### config.mk
export PLATFORM = sky130hd
export DESIGN_NAME = ranging_sensor_settings
export DESIGN_NICKNAME = d
export VERILOG_FILES = /design/src/rtl/i2c_reg_slave.v /design/src/rtl/ranging_sensor_settings.v
export VERILOG_INCLUDE_DIRS = /design/src /design/src/rtl
export SDC_FILE = /design/constraint.sdc
export NUM_CORES = 1
export LEC_CHECK = 0
export ABC_AREA = 1
export BUFFER_PORTS_ARGS = -buffer_cell sky130_fd_sc_hd__buf_2
export CAP_MARGIN = 20
export CORE_ASPECT_RATIO = 0.75
export CORE_MARGIN = 10
export CORE_UTILIZATION = 29
export DETAILED_ROUTE_END_ITERATION = 8
export GPL_TIMING_DRIVEN = 0
export SYNTH_ARGS = -nofsm -noshare
export SYNTH_HDL_FRONTEND = slang
export SYNTH_SLANG_ARGS = --single-unit
export TNS_END_PERCENT = 50
### constraint.sdc
create_clock -name clock -period 15.5 [get_ports clock]
set_clock_uncertainty 0.1 [all_clocks]
set_input_delay 3.875 -clock clock [delete_from_list [all_inputs] [get_ports clock]]
set_output_delay 3.875 -clock clock [all_outputs]
set_load 0.005 [all_outputs]
### src/rtl/ranging_defs.vh
/*
 Constants for the ranging sensor settings block: register offsets,
 field codes, reset values and timing figures. Included by bare name.
*/
`ifndef RANGING_DEFS_VH
`define RANGING_DEFS_VH

`define CLK_MHZ            50
`define CLK_PERIOD_NS      20

// Register offsets
`define REG_PULSE_LIMIT    8'h13
`define REG_MEDIAN         8'h3F
`define REG_SYMM_THRESH    8'h2F
`define REG_MAX_DIST       8'h35
`define REG_COVER_EN       8'h8F
`define REG_ACCUM          8'hA8
`define REG_STANDBY        8'hE8
`define REG_SOFT_RESET     8'hEE
`define REG_MEAS_COUNT     8'hF0

// Reset values
`define RST_PULSE_LIMIT    3'h0
`define RST_ACCUM          2'h3
`define RST_MEDIAN         2'h0
`define RST_COVER_EN       2'h3
`define RST_SYMM_THRESH    8'h0E
`define RST_MAX_DIST       8'h40
`define RST_ADDR_SEL       4'h8
`define SOFT_RESET_KEY     8'h06

// Pulse width limit codes 0..4 and their widths in microseconds
`define PW_CODE_MAX        3'h4
`define PW_US_0            320
`define PW_US_1            240
`define PW_US_2            160
`define PW_US_3            80
`define PW_US_4            40

// Accumulation codes and pulse counts
`define ACC_CODE_1         2'h0
`define ACC_CODE_5         2'h1
`define ACC_CODE_30        2'h2
`define ACC_CODE_10        2'h3
`define ACC_N_1            5'h01
`define ACC_N_5            5'h05
`define ACC_N_10           5'h0A
`define ACC_N_30           5'h1E

// One pulse slot; N slots make one measurement period (1.9, 9.5, 19, 57 ms)
`define SLOT_US            1900

`endif

### src/rtl/i2c_reg_slave.v
/*
 I2C slave byte engine with 7-bit address match, register pointer,
 auto-incrementing write and read bursts.
 Assumes scl and sda are already synchronous to clock and that scl is
 far slower than clock (400 kHz against 50 MHz).
*/
`timescale 1ns/100ps
module i2c_reg_slave (
  input  wire       clock,
  input  wire       rst_n,
  input  wire [6:0] dev_addr,
  input  wire       scl_i,
  input  wire       sda_i,
  output reg        sda_o,
  output reg        sda_oe,
  output reg  [7:0] ptr_q,
  input  wire [7:0] rd_data,
  output reg        wr_stb,
  output reg  [7:0] wr_addr,
  output reg  [7:0] wr_data
);
  localparam S_IDLE = 3'h0;
  localparam S_ADDR = 3'h1;
  localparam S_AACK = 3'h2;
  localparam S_WR   = 3'h3;
  localparam S_WACK = 3'h4;
  localparam S_RD   = 3'h5;
  localparam S_RACK = 3'h6;

  reg [2:0] st_q;
  reg [3:0] cnt_q;
  reg [7:0] sh_q;
  reg       scl_q;
  reg       sda_q;
  reg       rw_q;
  reg       first_q;
  reg       nack_q;

  wire scl_rise = scl_i & ~scl_q;
  wire scl_fall = ~scl_i & scl_q;
  wire start    = scl_i & scl_q & sda_q & ~sda_i;
  wire stop     = scl_i & scl_q & ~sda_q & sda_i;

  always @(posedge clock) begin
    if (!rst_n) begin
      st_q    <= S_IDLE;
      cnt_q   <= 4'h0;
      sh_q    <= 8'h00;
      scl_q   <= 1'b1;
      sda_q   <= 1'b1;
      rw_q    <= 1'b0;
      first_q <= 1'b0;
      nack_q  <= 1'b0;
      sda_o   <= 1'b0;
      sda_oe  <= 1'b0;
      ptr_q   <= 8'h00;
      wr_stb  <= 1'b0;
      wr_addr <= 8'h00;
      wr_data <= 8'h00;
    end else begin
      scl_q  <= scl_i;
      sda_q  <= sda_i;
      wr_stb <= 1'b0;
      if (start) begin
        st_q    <= S_ADDR;
        cnt_q   <= 4'h0;
        first_q <= 1'b1;
        sda_oe  <= 1'b0;
      end else if (stop) begin
        st_q   <= S_IDLE;
        sda_oe <= 1'b0;
      end else begin
        case (st_q)
          S_ADDR, S_WR: begin
            if (scl_rise) begin
              sh_q  <= {sh_q[6:0], sda_i};
              cnt_q <= cnt_q + 4'h1;
            end else if (scl_fall && cnt_q == 4'h8) begin
              if (st_q == S_ADDR) begin
                if (sh_q[7:1] == dev_addr) begin
                  rw_q   <= sh_q[0];
                  sda_oe <= 1'b1;
                  st_q   <= S_AACK;
                end else begin
                  st_q <= S_IDLE;
                end
              end else begin
                sda_oe <= 1'b1;
                st_q   <= S_WACK;
                if (first_q) begin
                  ptr_q   <= sh_q;
                  first_q <= 1'b0;
                end else begin
                  wr_stb  <= 1'b1;
                  wr_addr <= ptr_q;
                  wr_data <= sh_q;
                  ptr_q   <= ptr_q + 8'h01;
                end
              end
            end
          end
          S_AACK: begin
            if (scl_fall) begin
              cnt_q <= 4'h0;
              if (rw_q) begin
                sh_q   <= rd_data;
                sda_oe <= ~rd_data[7];
                st_q   <= S_RD;
              end else begin
                sda_oe <= 1'b0;
                st_q   <= S_WR;
              end
            end
          end
          S_WACK: begin
            if (scl_fall) begin
              sda_oe <= 1'b0;
              cnt_q  <= 4'h0;
              st_q   <= S_WR;
            end
          end
          S_RD: begin
            if (scl_rise) begin
              cnt_q <= cnt_q + 4'h1;
            end else if (scl_fall) begin
              if (cnt_q == 4'h8) begin
                sda_oe <= 1'b0;
                ptr_q  <= ptr_q + 8'h01;
                st_q   <= S_RACK;
              end else begin
                sh_q   <= {sh_q[6:0], 1'b0};
                sda_oe <= ~sh_q[6];
              end
            end
          end
          S_RACK: begin
            if (scl_rise) begin
              nack_q <= sda_i;
            end else if (scl_fall) begin
              if (nack_q) begin
                st_q <= S_IDLE;
              end else begin
                sh_q   <= rd_data;
                sda_oe <= ~rd_data[7];
                cnt_q  <= 4'h0;
                st_q   <= S_RD;
              end
            end
          end
          default: begin
            st_q   <= S_IDLE;
            sda_oe <= 1'b0;
          end
        endcase
      end
    end
  end
endmodule

### src/rtl/ranging_sensor_settings.v
/*
 Settings and measurement pacing of a ranging sensor: I2C register
 file, fuse-loaded power-up configuration and the emitter pulse /
 accumulation sequencer.
 Assumes fuse contents are stable inputs and that the host keeps to
 normal I2C framing on synchronous scl/sda samples.
 // Function
 // - Act as I2C slave, 7-bit address, up to 400 kHz, registers writable.
 // - Fuse-stored settings are applied as the configuration after each power-up.
 // - Slave address comes only from fuses; default write 0x80, read 0x81.
 // - Sixteen addresses, write byte 0x00..0xF0 step 0x10, read adds bit 0.
 // - Emitter pulse width follows signal intensity, never above the limit.
 // - Limit choices 320/240/160/80/40 us, default 320, fuse and I2C settable.
 // - Lowering the limit keeps response time; only pulse energy drops.
 // - Accumulate 1, 5, 10 or 30 pulses, default 10, then compute.
 // - Periods about 1.9/9.5/19/57 ms for the four accumulation counts.
 // - Median, cover compensation, error threshold, max distance I2C configurable.
 // - Accumulation code 0=1, 1=5, 2=30, 3=10; reset code 3.
*/
`timescale 1ns/100ps
`include "ranging_defs.vh"
module ranging_sensor_settings #(
  parameter SLOT_CYC   = `SLOT_US * `CLK_MHZ,
  parameter PW_MAX_CYC = `PW_US_0 * `CLK_MHZ
) (
  input  wire       clock,
  input  wire       rst_n,
  input  wire       scl_i,
  input  wire       sda_i,
  output wire       sda_o,
  output wire       sda_oe,
  input  wire       fuse_valid,
  input  wire [3:0] fuse_addr_sel,
  input  wire [2:0] fuse_pulse_limit,
  input  wire [1:0] fuse_accum,
  input  wire [1:0] intensity_level,
  output reg        emitter_on,
  output reg        measure_done,
  output reg  [1:0] median_code,
  output reg  [1:0] cover_enable,
  output reg  [7:0] symm_threshold,
  output reg  [7:0] max_distance
);
  reg [3:0]  addr_sel_q;
  reg [2:0]  pulse_lim_q;
  reg [1:0]  accum_q;
  reg        standby_q;
  reg        load_q;
  reg [7:0]  meas_cnt_q;
  reg [23:0] slot_cnt_q;
  reg [23:0] width_q;
  reg [4:0]  pulse_idx_q;
  reg [7:0]  rd_data;

  wire [7:0] ptr;
  wire       wr_stb;
  wire [7:0] wr_addr;
  wire [7:0] wr_data;

  function [4:0] accum_n;
    input [1:0] code;
    begin
      case (code)
        `ACC_CODE_1:  accum_n = `ACC_N_1;
        `ACC_CODE_5:  accum_n = `ACC_N_5;
        `ACC_CODE_30: accum_n = `ACC_N_30;
        default:      accum_n = `ACC_N_10;
      endcase
    end
  endfunction

  // limit code to cycles, scaled from the 320 us figure
  function [23:0] width_of;
    input [2:0] code;
    reg   [31:0] us;
    reg   [31:0] cyc;
    begin
      case (code)
        3'h0:    us = `PW_US_0;
        3'h1:    us = `PW_US_1;
        3'h2:    us = `PW_US_2;
        3'h3:    us = `PW_US_3;
        default: us = `PW_US_4;
      endcase
      cyc      = PW_MAX_CYC * us / `PW_US_0;
      width_of = cyc[23:0];
    end
  endfunction

  // fuse limit code, default when unprogrammed or out of range
  function [2:0] fuse_limit;
    input       valid;
    input [2:0] code;
    begin
      if (valid && code <= `PW_CODE_MAX) begin
        fuse_limit = code;
      end else begin
        fuse_limit = `RST_PULSE_LIMIT;
      end
    end
  endfunction

  // address only from fuses; select picks 0x00..0xF0 write byte
  i2c_reg_slave u_slave (
    .clock    (clock),
    .rst_n    (rst_n),
    .dev_addr ({addr_sel_q, 3'h0}),
    .scl_i    (scl_i),
    .sda_i    (sda_i),
    .sda_o    (sda_o),
    .sda_oe   (sda_oe),
    .ptr_q    (ptr),
    .rd_data  (rd_data),
    .wr_stb   (wr_stb),
    .wr_addr  (wr_addr),
    .wr_data  (wr_data)
  );

  always @* begin
    case (ptr)
      `REG_PULSE_LIMIT: rd_data = {5'h00, pulse_lim_q};
      `REG_ACCUM:       rd_data = {6'h00, accum_q};
      `REG_MEDIAN:      rd_data = {6'h00, median_code};
      `REG_COVER_EN:    rd_data = {6'h00, cover_enable};
      `REG_SYMM_THRESH: rd_data = symm_threshold;
      `REG_MAX_DIST:    rd_data = max_distance;
      `REG_STANDBY:     rd_data = {7'h00, standby_q};
      `REG_MEAS_COUNT:  rd_data = meas_cnt_q;
      default:          rd_data = 8'h00;
    endcase
  end

  // Register file; fuse image loaded in the first cycle after reset
  // Bus writes in that cycle are dropped; no host is that quick
  always @(posedge clock) begin
    if (!rst_n) begin
      load_q         <= 1'b1;
      addr_sel_q     <= `RST_ADDR_SEL;
      pulse_lim_q    <= `RST_PULSE_LIMIT;
      accum_q        <= `RST_ACCUM;
      median_code    <= `RST_MEDIAN;
      cover_enable   <= `RST_COVER_EN;
      symm_threshold <= `RST_SYMM_THRESH;
      max_distance   <= `RST_MAX_DIST;
      standby_q      <= 1'b0;
    end else if (load_q) begin
      load_q <= 1'b0;
      // fuse settings become the starting configuration
      pulse_lim_q <= fuse_limit(fuse_valid, fuse_pulse_limit);
      if (fuse_valid) begin
        addr_sel_q <= fuse_addr_sel;
        accum_q    <= fuse_accum;
      end
    end else if (wr_stb) begin
      // downstream settings writable over the bus
      case (wr_addr)
        `REG_PULSE_LIMIT: begin
          if (wr_data[2:0] <= `PW_CODE_MAX && wr_data[7:3] == 5'h00) begin
            pulse_lim_q <= wr_data[2:0];
          end
        end
        `REG_ACCUM:       accum_q <= wr_data[1:0];
        `REG_MEDIAN:      median_code <= wr_data[1:0];
        `REG_COVER_EN:    cover_enable <= wr_data[1:0];
        `REG_SYMM_THRESH: symm_threshold <= wr_data;
        `REG_MAX_DIST:    max_distance <= wr_data;
        `REG_STANDBY:     standby_q <= wr_data[0];
        `REG_SOFT_RESET: begin
          // fuse limit and accumulation reapplied in place, address select kept; the slot timing keeps
          // running, so a soft reset never restarts an emitter slot
          if (wr_data == `SOFT_RESET_KEY) begin
            pulse_lim_q    <= fuse_limit(fuse_valid, fuse_pulse_limit);
            accum_q        <= fuse_valid ? fuse_accum : `RST_ACCUM;
            median_code    <= `RST_MEDIAN;
            cover_enable   <= `RST_COVER_EN;
            symm_threshold <= `RST_SYMM_THRESH;
            max_distance   <= `RST_MAX_DIST;
            standby_q      <= 1'b0;
          end
        end
        default: begin
        end
      endcase
    end
  end

  // Measurement sequencer. Slot length never depends on pulse width,
  // so a shorter limit only trims energy per pulse.
  always @(posedge clock) begin
    if (!rst_n || standby_q || load_q) begin
      slot_cnt_q   <= 24'h000000;
      pulse_idx_q  <= 5'h00;
      width_q      <= 24'h000000;
      emitter_on   <= 1'b0;
      measure_done <= 1'b0;
      if (!rst_n) begin
        meas_cnt_q <= 8'h00;
      end
    end else begin
      measure_done <= 1'b0;
      if (slot_cnt_q == 24'h000000) begin
        // stronger return shortens the pulse below the limit
        width_q    <= width_of(pulse_lim_q) >> intensity_level;
        emitter_on <= 1'b1;
      end else if (slot_cnt_q >= width_q) begin
        emitter_on <= 1'b0;
      end
      // slot timing fixed regardless of limit
      if (slot_cnt_q == SLOT_CYC[23:0] - 24'h000001) begin
        slot_cnt_q <= 24'h000000;
        // compute after N accumulated pulses; period is N slots
        if (pulse_idx_q >= accum_n(accum_q) - 5'h01) begin
          pulse_idx_q  <= 5'h00;
          measure_done <= 1'b1;
          meas_cnt_q   <= meas_cnt_q + 8'h01;
        end else begin
          pulse_idx_q <= pulse_idx_q + 5'h01;
        end
      end else begin
        slot_cnt_q <= slot_cnt_q + 24'h000001;
      end
    end
  end
endmodule

---- Word-level counts from Yosys, hierarchy flattened ----
Index checks and enable logic that the tools add are counted.
operators by class
  $add $sub $neg .......................... 6
  multipliers ............................. 1
  divide/modulo/power cells ............... 1
  $lt $le $gt $ge ......................... 4
  eq/ne operators ......................... 65
  shift operators ......................... 1
  multiplexer cells ....................... 99
  bitwise operators ....................... 23
  reduce and logical (&&, ||, !) cells .... 53
operators with widths
  cell                     count
  $mux W8                  22
  $eq A8 B8 Y1 const B     8
  $mux W32                 2
  $pmux W8 S8              1
  $mux W3                  17
  $eq A8 B6 Y1 const B     6
  $pmux W8 S2              3
  $pmux W9 S4              1
  $div A32 B9 Y32 const B  1
  $mul A7 B32 Y25 const A  1
  $pmux W8 S4              1
  $reduce_and A4 Y1        8
  $mux W1                  27
  $reduce_and A9 Y1        3
  $add A24 B1 Y24 const B  1
  $eq A24 B17 Y1 const B   1
  $ge A24 B24 Y1           1
  $logic_not A24 Y1        1
  $ne A2 B1 Y1 const B     12
  $ne A4 B1 Y1 const B     6
  $reduce_bool A2 Y1       12
  $shr A24 B2 Y24          1
  $reduce_and A7 Y1        3
  $mux W4                  5
  45 further kinds         109
storage, ports and cells
  flip-flop bits (word level) ............. 140
  bits in latches ......................... 0
  bits in writable memories ............... 0
  memory bits (read-only) ................. 0
  input port bits ......................... 16
  output and inout bits ................... 24
  memories ................................ 0

---- Longest topological paths before layout ----
Gate-level depths: netlist of the first run.
  depth in word-level cells ............... 9
  depth in mapped cells ................... 79
  depth with buffers taken out ............ 78

---- Hierarchy ----
Synthesis of the first run repeated with hierarchy kept, for this count alone.
second synthesis, totals
  cells, all modules ...................... 1577
  area total of the unflattened synthesis .. 10214.8 um^2
modules (own cells, without submodules)
  module                   times used  cells each  area an instance (um^2)
  ranging_sensor_settings  1           1166        7619.8
  i2c_reg_slave            1           411         2595.0

---- Worst setup path after synthesis of the first run ----
Ideal clock, no wire load.
  path kind ............................... register -> register
  from .................................... register pulse_lim_q[2]
  to ...................................... register width_q[0]
  library setup time ...................... 0.131 ns
  data arrival time ....................... 8.446 ns
  required time ........................... 15.269 ns
  setup slack ............................. 6.823 ns
  cell stages (with the launch flop) ...... 75
  path buffers ............................ 2
  period minus slack after synthesis ...... 8.677 ns
  cell sequence ........................... dfxtp_1 -> buf_6 -> nor2_4 -> buf_4 -> nand2_1 -> nand2_1 -> inv_1 -> nand2_1 -> ha_1 -> ha_1 -> inv_1 -> fa_1 -> inv_1 -> fa_1 -> ha_1 -> nand2_1 -> nand2_1 -> nand2_1 -> [... 39 more ...] -> nand2_2 -> nor2_4 -> nand2_4 -> ha_1 -> inv_1 -> nand3_1 -> nand2_2 -> inv_2 -> nand3_4 -> nand2_1 -> nand2_1 -> inv_1 -> nor2_1 -> nand3_1 -> nand2_1 -> nand2_1 -> nand2_1 -> a21oi_2
between the ends
  longest elaborated chain between the ends .. 7
  elaborated cells on any way between the ends .. 10
ends and longest elaborated chain
  what                                        line                           source
  start, declared                             ranging_sensor_settings.v:45   reg [2:0] pulse_lim_q;
  start signal, assigned                      ranging_sensor_settings.v:139  pulse_lim_q <= `RST_PULSE_LIMIT;
  start signal, assigned                      ranging_sensor_settings.v:149  pulse_lim_q <= fuse_limit(fuse_valid, fuse_pulse_limit);
  start signal, assigned                      ranging_sensor_settings.v:159  pulse_lim_q <= wr_data[2:0];
  $eq A3 B2 Y1, or another cell as far along  ranging_sensor_settings.v:78   case (code)
  $pmux W9 S4 *                               ranging_sensor_settings.v:78
  $mux W32 *                                  ranging_sensor_settings.v:201  if (slot_cnt_q == 24'h000000) begin
  $mux W32 *                                  ranging_sensor_settings.v:190  if (!rst_n || standby_q || load_q) begin
  $mul A7 B32 Y25 *                           ranging_sensor_settings.v:85   cyc = PW_MAX_CYC * us / `PW_US_0;
  $div A32 B9 Y32 (no source line) *          --
  $shr A24 B2 Y24 *                           ranging_sensor_settings.v:203  width_q <= width_of(pulse_lim_q) >> intensity_level;
  end signal, assigned                        ranging_sensor_settings.v:203
  end, declared                               ranging_sensor_settings.v:51   reg [23:0] width_q;
Mark *: on every way between the ends. The rest lies on a longest branch, timed or not. The select of a mux whose other input is x is not followed.
A chain may end at the register's enable or synchronous reset.

---- Worst setup path after layout of the first run ----
  from .................................... register pulse_lim_q[1]
  to ...................................... register width_q[0]
The elaborated chain is that of the path after synthesis.

==> parameters.txt, run 1 <==
Parameter                              Value

STA
  Worst relative slew slack ... between 30% and 40%
  Count of pins over their slew limit ... 0
  Post-route worst setup slack ... roughly 5.4 ns
  Final worst-path cycle share ... around 65%
  Number of hold violations in the final report ... 0
  Setup repair after global routing missed its margin ... no
  Max Fclk ... between 90 and 100 MHz
  Min cycle time layout ... 10.06 ns
  Actual slew at the worst max-slew pin ... ~1 ns
  Total Negative Setup Slacks ... 0 ns
  Final setup violating endpoints ... 0

Final layout
  Post-route cell area ... ~11000 um^2
  Finished Layout Cells ... 1976
  Top library cells by usage in the layout, fill and taps aside ... sky130_fd_sc_hd__nand2_1, sky130_fd_sc_hd__inv_1, sky130_fd_sc_hd__nor2_1
  Antenna Cells ... 0
  Layout Area Growth over Synthesis ... 14.29%
  Most common cell after layout, fill and taps aside ... sky130_fd_sc_hd__nand2_1
  Layout cell share with drive strength beyond 1 ... 10.68%
  Fin nets ... 1599

Floorplan
  Area of the core ... between 30000 and 40000 um^2
  Number of top-level design ports ... 40
  Starting utilization of the core area ... about 29%
  Chip Width ... between 200 and 250 um
  Standard-cell rows ... 58
  Area of the die ... about 42000 um^2
  Die span in y ... 179.0 um

GRT
  Number of global-route vias before repair ... ~9000
  Aggregate global-route resource usage ... between 10 and 15%
  Number of antenna violations at the first check in global routing ... 0
  Pin count of the biggest net entering global routing ... 17
  Wire length of the first global-routing pass ... between 40000 and 50000 um
  Overall overflow remaining after global route ... 0

Status
  Result of the run ... finished clean

Critical path
  Worst Path Class, Setup ... flip-flop to flip-flop
  Required time at the worst-slack endpoint ... roughly 16 ns
  Endpoint arrival time on the critical path ... just over 10 ns
  Crit path max-delay cell type ... sky130_fd_sc_hd__dfxtp_1
  Cell repeated most along the worst path ... sky130_fd_sc_hd__nand2_1
  Maximum cell stage delay along the critical path ... 0.50 ns
  Nature of the critical path startpoint ... flip-flop
  CP Max Fanout ... 10
  Crit path capture type ... flip-flop

Routing
  Post-detailed-routing wire length ... 28490 um
  Highest metal layer used by the detailed router ... met4
  Met2 WL ... approximately 12000 um
  Drc violations ... 0
  Count of antenna-violating nets left after detailed routing ... 0
  Routed wl met3 ... about 2100 um
  Length of the first detailed-routing pass in iterations ... 5
  Per-cell via count in the routed design ... approximately 5.0
  Average detailed-routed wire length per instance ... between 10 and 15 um
  Via count of the routed design ... ~9800
  Violation count after the first detailed-routing iteration ... between 800 and 900
  Met1 Wirelength ... 13650 um

Clock tree
  Number of buffers inserted by post-CTS setup repair ... 0
  Clock insertion delay at the later pin of the skew report ... 0.43 ns
  Clock tree root buffer cell ... sky130_fd_sc_hd__clkbuf_16
  Clock tree from TritonCTS ... done
  Number of buffers on the longest clock path ... 2
  Clock-pin slew reported for the worst setup and hold paths after clock tree synthesis ... 0.06 ns
  H-tree depth ... 4
  Number of gates given a new drive strength after cts ... 0
  CTS sink count ... 133
  Hold-fix buffers at CTS ... 0
  Number of buffers inserted during clock tree synthesis ... 17

Power
  Net Sw Frac ... 49.03%
  Largest voltage drop on the vdd net ... approximately 360 uV
  Part of the total power dissipated in sequential elements ... around 18%
  Clock power share ... 20.2%
  LEAKAGE ... 4.982 nW
  Power per cell area ... roughly 190 nW/um^2
  Net switching component of the power ... 0.001019 W
  Pwr Total ... a little over 0.002 W
  Part of the power in combinational logic ... 61.8%
  Int Power ... between 0.001 and 0.0015 W

Placement
  Cell total after placement ... 1943
  Cell Area, Placed ... approximately 11000 um^2
  Worst setup slack before clock tree synthesis ... roughly 5.6 ns
  Post-detailed-placement half-perimeter wirelength ... ~23000 um
  GP Congestion ... 0.9171
  Count of port buffers added during placement ... 37

Logic synthesis
  Cell area after synthesis ... between 9000 and 10000 um^2
  Number of storage elements in the synthesis netlist ... roughly 130
  Cell count after synthesis ... roughly 1500
  Top_reg_cell synth ... sky130_fd_sc_hd__dfxtp_1
  Sequential area share after synthesis ... about 28%
  Yosys Warn Count ... 0
  Synth cell types ... a little under 60
  Post-synth EDFFs ... 8
  FFs w/ async S/R, synth ... 0%
  Syn avg cell area ... 6.734 um^2

Run
  Total of max-cap violations ... 0

Hold path
  Class of the tightest hold or removal check ... flip-flop to flip-flop
registers in the layout (all words and copies together) (netlist names), 2 cells and up:
signal	count
u_slave.ptr_q	8
addr_sel_q	4
median_code	2
u_slave.st_q	3
slot_cnt_q	24
accum_q	2
pulse_idx_q	5
symm_threshold	8
u_slave.wr_addr	8
max_distance	8
width_q	17
u_slave.sh_q	8
pulse_lim_q	3
cover_enable	2
u_slave.cnt_q	4
u_slave.wr_data	8
meas_cnt_q	8
Yosys cell counts, types with 8 or more instances:
| master | n | area share (%) |
|---|---|---|
| sky130_fd_sc_hd__a221oi_1 | 13 | 1.2 |
| sky130_fd_sc_hd__a21oi_1 | 122 | 6.2 |
| sky130_fd_sc_hd__nor4_1 | 15 | 0.96 |
| sky130_fd_sc_hd__o211ai_1 | 18 | 1.4 |
| sky130_fd_sc_hd__nand2_4 | 13 | 1.5 |
| sky130_fd_sc_hd__nor2_1 | 137 | 5.3 |
| sky130_fd_sc_hd__o21ai_0 | 95 | 4.9 |
| sky130_fd_sc_hd__inv_2 | 9 | 0.35 |
| sky130_fd_sc_hd__dfxtp_1 | 125 | 26 |
| sky130_fd_sc_hd__ha_1 | 64 | 8.2 |
| sky130_fd_sc_hd__inv_1 | 228 | 8.8 |
| sky130_fd_sc_hd__nand3_1 | 88 | 4.5 |
| sky130_fd_sc_hd__nor3_1 | 37 | 1.9 |
| sky130_fd_sc_hd__nand4_1 | 30 | 1.9 |
| sky130_fd_sc_hd__nor2_4 | 9 | 1.0 |
| sky130_fd_sc_hd__clkbuf_1 | 25 | 0.96 |
| sky130_fd_sc_hd__edfxtp_1 | 8 | 2.5 |
| sky130_fd_sc_hd__xor2_1 | 14 | 1.3 |
| sky130_fd_sc_hd__nand2_2 | 25 | 1.6 |
| sky130_fd_sc_hd__nand2_1 | 262 | 10 |
| sky130_fd_sc_hd__o22ai_1 | 8 | 0.51 |
| sky130_fd_sc_hd__nand3_2 | 9 | 0.92 |
routing by layer:
layer  GRT usage [%]  up-vias
met5               0        -
met4           3.260        0
met3           4.080       29
met2           21.61      305
met1           18.92     4493
li1                -     4970
path summary, 6_finish.rpt:
kind	start	end	slack (ns)	cells after the start
max reg2reg	pulse_lim_q[1]	width_q[0]	5.44	72
min	slot_cnt_q[0]	slot_cnt_q[0]	0.35	1
min reg2reg	slot_cnt_q[0]	slot_cnt_q[0]	0.35	1
max	pulse_lim_q[1]	width_q[0]	5.44	72
worst max-delay path: cells and delay by family (launching register included):
kind,cells,cell delay (ns)
and+or+nand+nor,49,4.95
buffers and inverters,13,1.39
AOI/OAI and AO/OA,2,0.17
DFF,1,0.50
adders and majority gates,8,2.73
layout make-up:
| cell class | count | area (um^2) |
|---|---|---|
| Buffer | 32 | 140.1 |
| Inverter | 243 | 915.9 |
| Sequential cell | 133 | 2743 |
| Clock inverter | 9 | 115.1 |
| Tap cell | 450 | 563.0 |
| Timing Repair Buffer | 41 | 214.0 |
| Multi-Input combinational cell | 1045 | 5984 |
| Fill cell | 3669 | 22210 |
| Clock buffer | 23 | 500.5 |
power groups by stage:
stage	Sequential [W]	Clock, W	Combinational (W)
floorplan	0.000378	0	0.00107
global placement	0.000381	0	0.00126
detailed placement	0.000381	0	0.00128
CTS	0.000374	0.000427	0.00128
global route	0.000377	0.000444	0.00150
finish	0.000374	0.000420	0.00129
kinds of logic after synthesis:
kind of cell | count (synthesis) | share of synthesized area, %
buf+inv | 275 | 10.80
simple gates | 645 | 31.38
flops | 133 | 28.05
compound gates | 309 | 18.62
fa+ha+maj | 70 | 9.418
other cells | 1 | 0.03835
xor+xnor | 19 | 1.702
per-stage QoR:
step / hold slack [ns] / utilization, %
final: 0.3465 / 33.48
after global routing: 0.3726 / 33.48
after CTS: 0.3549 / 33.46
after detailed placement: 0.3428 / 31.62
after global placement: 0.3261 / 31.54
after floorplan: 0.3173 / -
Power figures use the tool's default switching activity.
==> inputs of run 2 (changes only) <==
Clock period 15.5 ns to 8.6 ns, I/O delays scaled along.
==> run 2 against run 1 <==
Wire length is 4.7% higher. Register-to-register slack got worse by 5.4 ns. Clock power increased by 86%. Clock-buffer cell count down 3. Die area is the same. Critical path type unchanged. Sequential share of layout area shrank 1.9 points. Flip-flop and latch count stayed put. Power up 120%. Highest routed layer unchanged. Global-route usage shrank 0.20 points.
==> parameters.txt, run 2 (synthesis results as in run 1) <==
Parameter                              Value

Status
  Result of the run ... finished clean

GRT
  Pin count of the biggest net entering global routing ... 17 (unchanged)
  Wire length of the first global-routing pass ... 46650 um (-1.3%)
  Number of global-route vias before repair ... 9291 (+1.8%)
  Aggregate global-route resource usage ... 13.82% (-0.20 points)
  Number of antenna violations at the first check in global routing ... 0 (unchanged)
  Overall overflow remaining after global route ... 0 (unchanged)

Clock tree
  Clock tree from TritonCTS ... done
  Clock-pin slew reported for the worst setup and hold paths after clock tree synthesis ... 0.06 ns (about the same)
  Clock insertion delay at the later pin of the skew report ... 0.43 ns (about the same)
  H-tree depth ... 4 (unchanged)
  CTS sink count ... 133 (unchanged)
  Number of buffers inserted during clock tree synthesis ... 17 (unchanged)
  Clock tree root buffer cell ... sky130_fd_sc_hd__clkbuf_16
  Number of buffers on the longest clock path ... 2 (unchanged)

Power
  Pwr Total ... 0.004519 W (+120%)
  Largest voltage drop on the vdd net ... 599.4 uV (+67%)
  Power per cell area ... 371.1 nW/um^2 (+99%)
  LEAKAGE ... 5.379 nW (+8.0%)

Final layout
  Max reg flops ... 24 (unchanged)
  Antenna Cells ... 0 (unchanged)
  Top library cells by usage in the layout, fill and taps aside ... sky130_fd_sc_hd__nand2_1, sky130_fd_sc_hd__inv_1, sky130_fd_sc_hd__nor2_1
  Layout cell share with drive strength beyond 1 ... 18.71% (+8.0 points)
  Fin nets ... 1655 (+3.5%)
  Top Registers ... slot_cnt_q (24), width_q (17)
  Most common cell after layout, fill and taps aside ... sky130_fd_sc_hd__nand2_1
  Layout Area Growth over Synthesis ... 24.52%
  Top register by number of flip-flops ... slot_cnt_q

Critical path
  First element of the critical path ... pulse_lim_q[2]
  Reg2reg end ... width_q[0]
  Length in cells of the worst reg-to-reg path ... 72 (unchanged)
  CP Max Fanout ... 7 (-3)
  Endpoint arrival time on the critical path ... 8.79 ns (-1.46 ns)
  Critical register-to-register path startpoint ... pulse_lim_q[2]
  Crit path max-delay cell type ... sky130_fd_sc_hd__fa_1
  Required time at the worst-slack endpoint ... 8.79 ns (-6.90 ns)
  Nature of the critical path startpoint ... flip-flop
  Crit path capture type ... flip-flop
  Maximum cell stage delay along the critical path ... 0.55 ns (+0.05 ns)
  Capturing element of the worst setup path ... width_q[0]
  Cell repeated most along the worst path ... sky130_fd_sc_hd__nand2_4
  R2R setup slack ... 0.0003 ns (-5.44 ns)
  Worst Path Class, Setup ... flip-flop to flip-flop

Placement
  GP Congestion ... 0.9473 (+3.3%)
  Count of port buffers added during placement ... 37 (unchanged)
  Post-detailed-placement half-perimeter wirelength ... 21990 um (-2.6%)

STA
  Final setup violating endpoints ... 0 (unchanged)
  Final worst-path cycle share ... 100.0% (+35 points)
  Count of pins over their slew limit ... 0 (unchanged)
  Setup repair after global routing missed its margin ... yes
  Min cycle time layout ... 8.600 ns (-1.459 ns)
  Actual slew at the worst max-slew pin ... 1.017 ns (-0.004381 ns)
  Worst-case hold slack ... 0.3446 ns (-0.001908 ns)
  Max Fclk ... 116.3 MHz (+17%)
  Worst relative slew slack ... 31.29% (+0.30 points)
  Number of hold violations in the final report ... 0 (unchanged)

Routing
  Drc violations ... 0 (unchanged)
  Post-detailed-routing wire length ... 29840 um (+4.7%)
  Length of the first detailed-routing pass in iterations ... 7 (+2)
  Average detailed-routed wire length per instance ... 14.68 um (+1.9%)
  Violation count after the first detailed-routing iteration ... 1064 (+28%)
  Via count of the routed design ... 10150 (+3.6%)
  Per-cell via count in the routed design ... 4.996 (+0.76%)
  Count of antenna-violating nets left after detailed routing ... 0 (unchanged)

Floorplan
  Area of the die ... 41540 um^2 (unchanged)
  Area of the core ... 33380 um^2 (unchanged)
  Chip Width ... 232.0 um (unchanged)
  Number of top-level design ports ... 40 (unchanged)
  Starting utilization of the core area ... 29.29% (unchanged)
  Die span in y ... 179.0 um (unchanged)
  Standard-cell rows ... 58 (unchanged)

Run
  Total of max-cap violations ... 0 (unchanged)

Hold path
  Cell count of the worst hold path ... 1 (unchanged)
  Class of the tightest hold or removal check ... flip-flop to flip-flop
==> run 2: cell count changes in the layout (fill, tap and decap cells not counted), sizes merged <==
| cell | previous run | this run |
|---|---|---|
| inv | 239 | 244 |
| bufinv | 2 | 3 |
| clkinvlp | 0 | 2 |
| clkbuf | 49 | 47 |
| clkinv | 11 | 6 |
| buf | 46 | 101 |
==> run 2: area by class of cell <==
class / instances / area [um^2]
clock inverters: 12 / 165.2
flip-flops and latches: 133 / 2751
plain buffers: 32 / 165.2
fillers: 3450 / 21210
well taps: 450 / 563.0
repair buffers: 97 / 641.9
multi-input cells: 1045 / 6496
clock buffers: 20 / 456.7
inverters: 243 / 935.9
==> run 2: where the power goes <==
part	leakage, nW	internal (W)	switching, W	total, W
Combinational	3.98	0.00123	0.00183	0.00306
Clock	0.303	0.000477	0.000305	0.000782
Sequential	1.10	0.000652	0.0000221	0.000674
Total	5.38	0.00236	0.00215	0.00452
==> run 2: through the flow <==
| step | cell area, um^2 | setup TNS [ns] | util, % | std cells | setup slack (ns) |
|---|---|---|---|---|---|
| 2_1_floorplan | 9787 | 0 | - | 1453 | 0.007526 |
| 3_3_place_gp | 10540 | -2.198 | 31.56 | 1940 | -1.089 |
| 3_5_place_dp | 10560 | -2.368 | 31.62 | 1942 | -1.140 |
| 4_1_cts | 11570 | 0 | 34.67 | 1997 | 0.003046 |
| 5_1_grt | 12180 | -0.9778 | 36.47 | 2032 | -0.6363 |
| 6_report | 12180 | 0 | 36.47 | 2032 | 0.0003340 |
==> run 2: worst min path at each step <==
stage                   from            end  slack (ns)
2_1_floorplan  slot_cnt_q[0]  slot_cnt_q[0]        0.32
3_3_place_gp   slot_cnt_q[0]  slot_cnt_q[0]        0.33
3_5_place_dp   slot_cnt_q[0]  slot_cnt_q[0]        0.34
4_1_cts        slot_cnt_q[0]  slot_cnt_q[0]        0.35
5_1_grt        slot_cnt_q[0]  slot_cnt_q[0]        0.36
6_report       slot_cnt_q[0]  slot_cnt_q[0]        0.34
==> run 2: what timing repair did <==
action,in CTS,in global routing
pin swaps,21,57
gates resized for setup,57,76
cloned,0,0
setup endpoints to repair,3,3
buffers inserted,23,33
hold buffers,0,0
==> run 2: layer usage <==
metal  track usage [%]  wire [um]
met5                 0          0
met3             2.704       1979
met4             3.504        392
met1             18.57      13950
met2             22.27      13520
==> run 2: critical path: cells and delay by family, from the launching register on <==
kind / cells / cell delay [ns]
AOI/OAI and AO/OA: 2 / 0.12
DFF: 1 / 0.31
buffers and inverters: 11 / 0.68
adders and majority gates: 8 / 2.63
and+or+nand+nor: 51 / 4.55
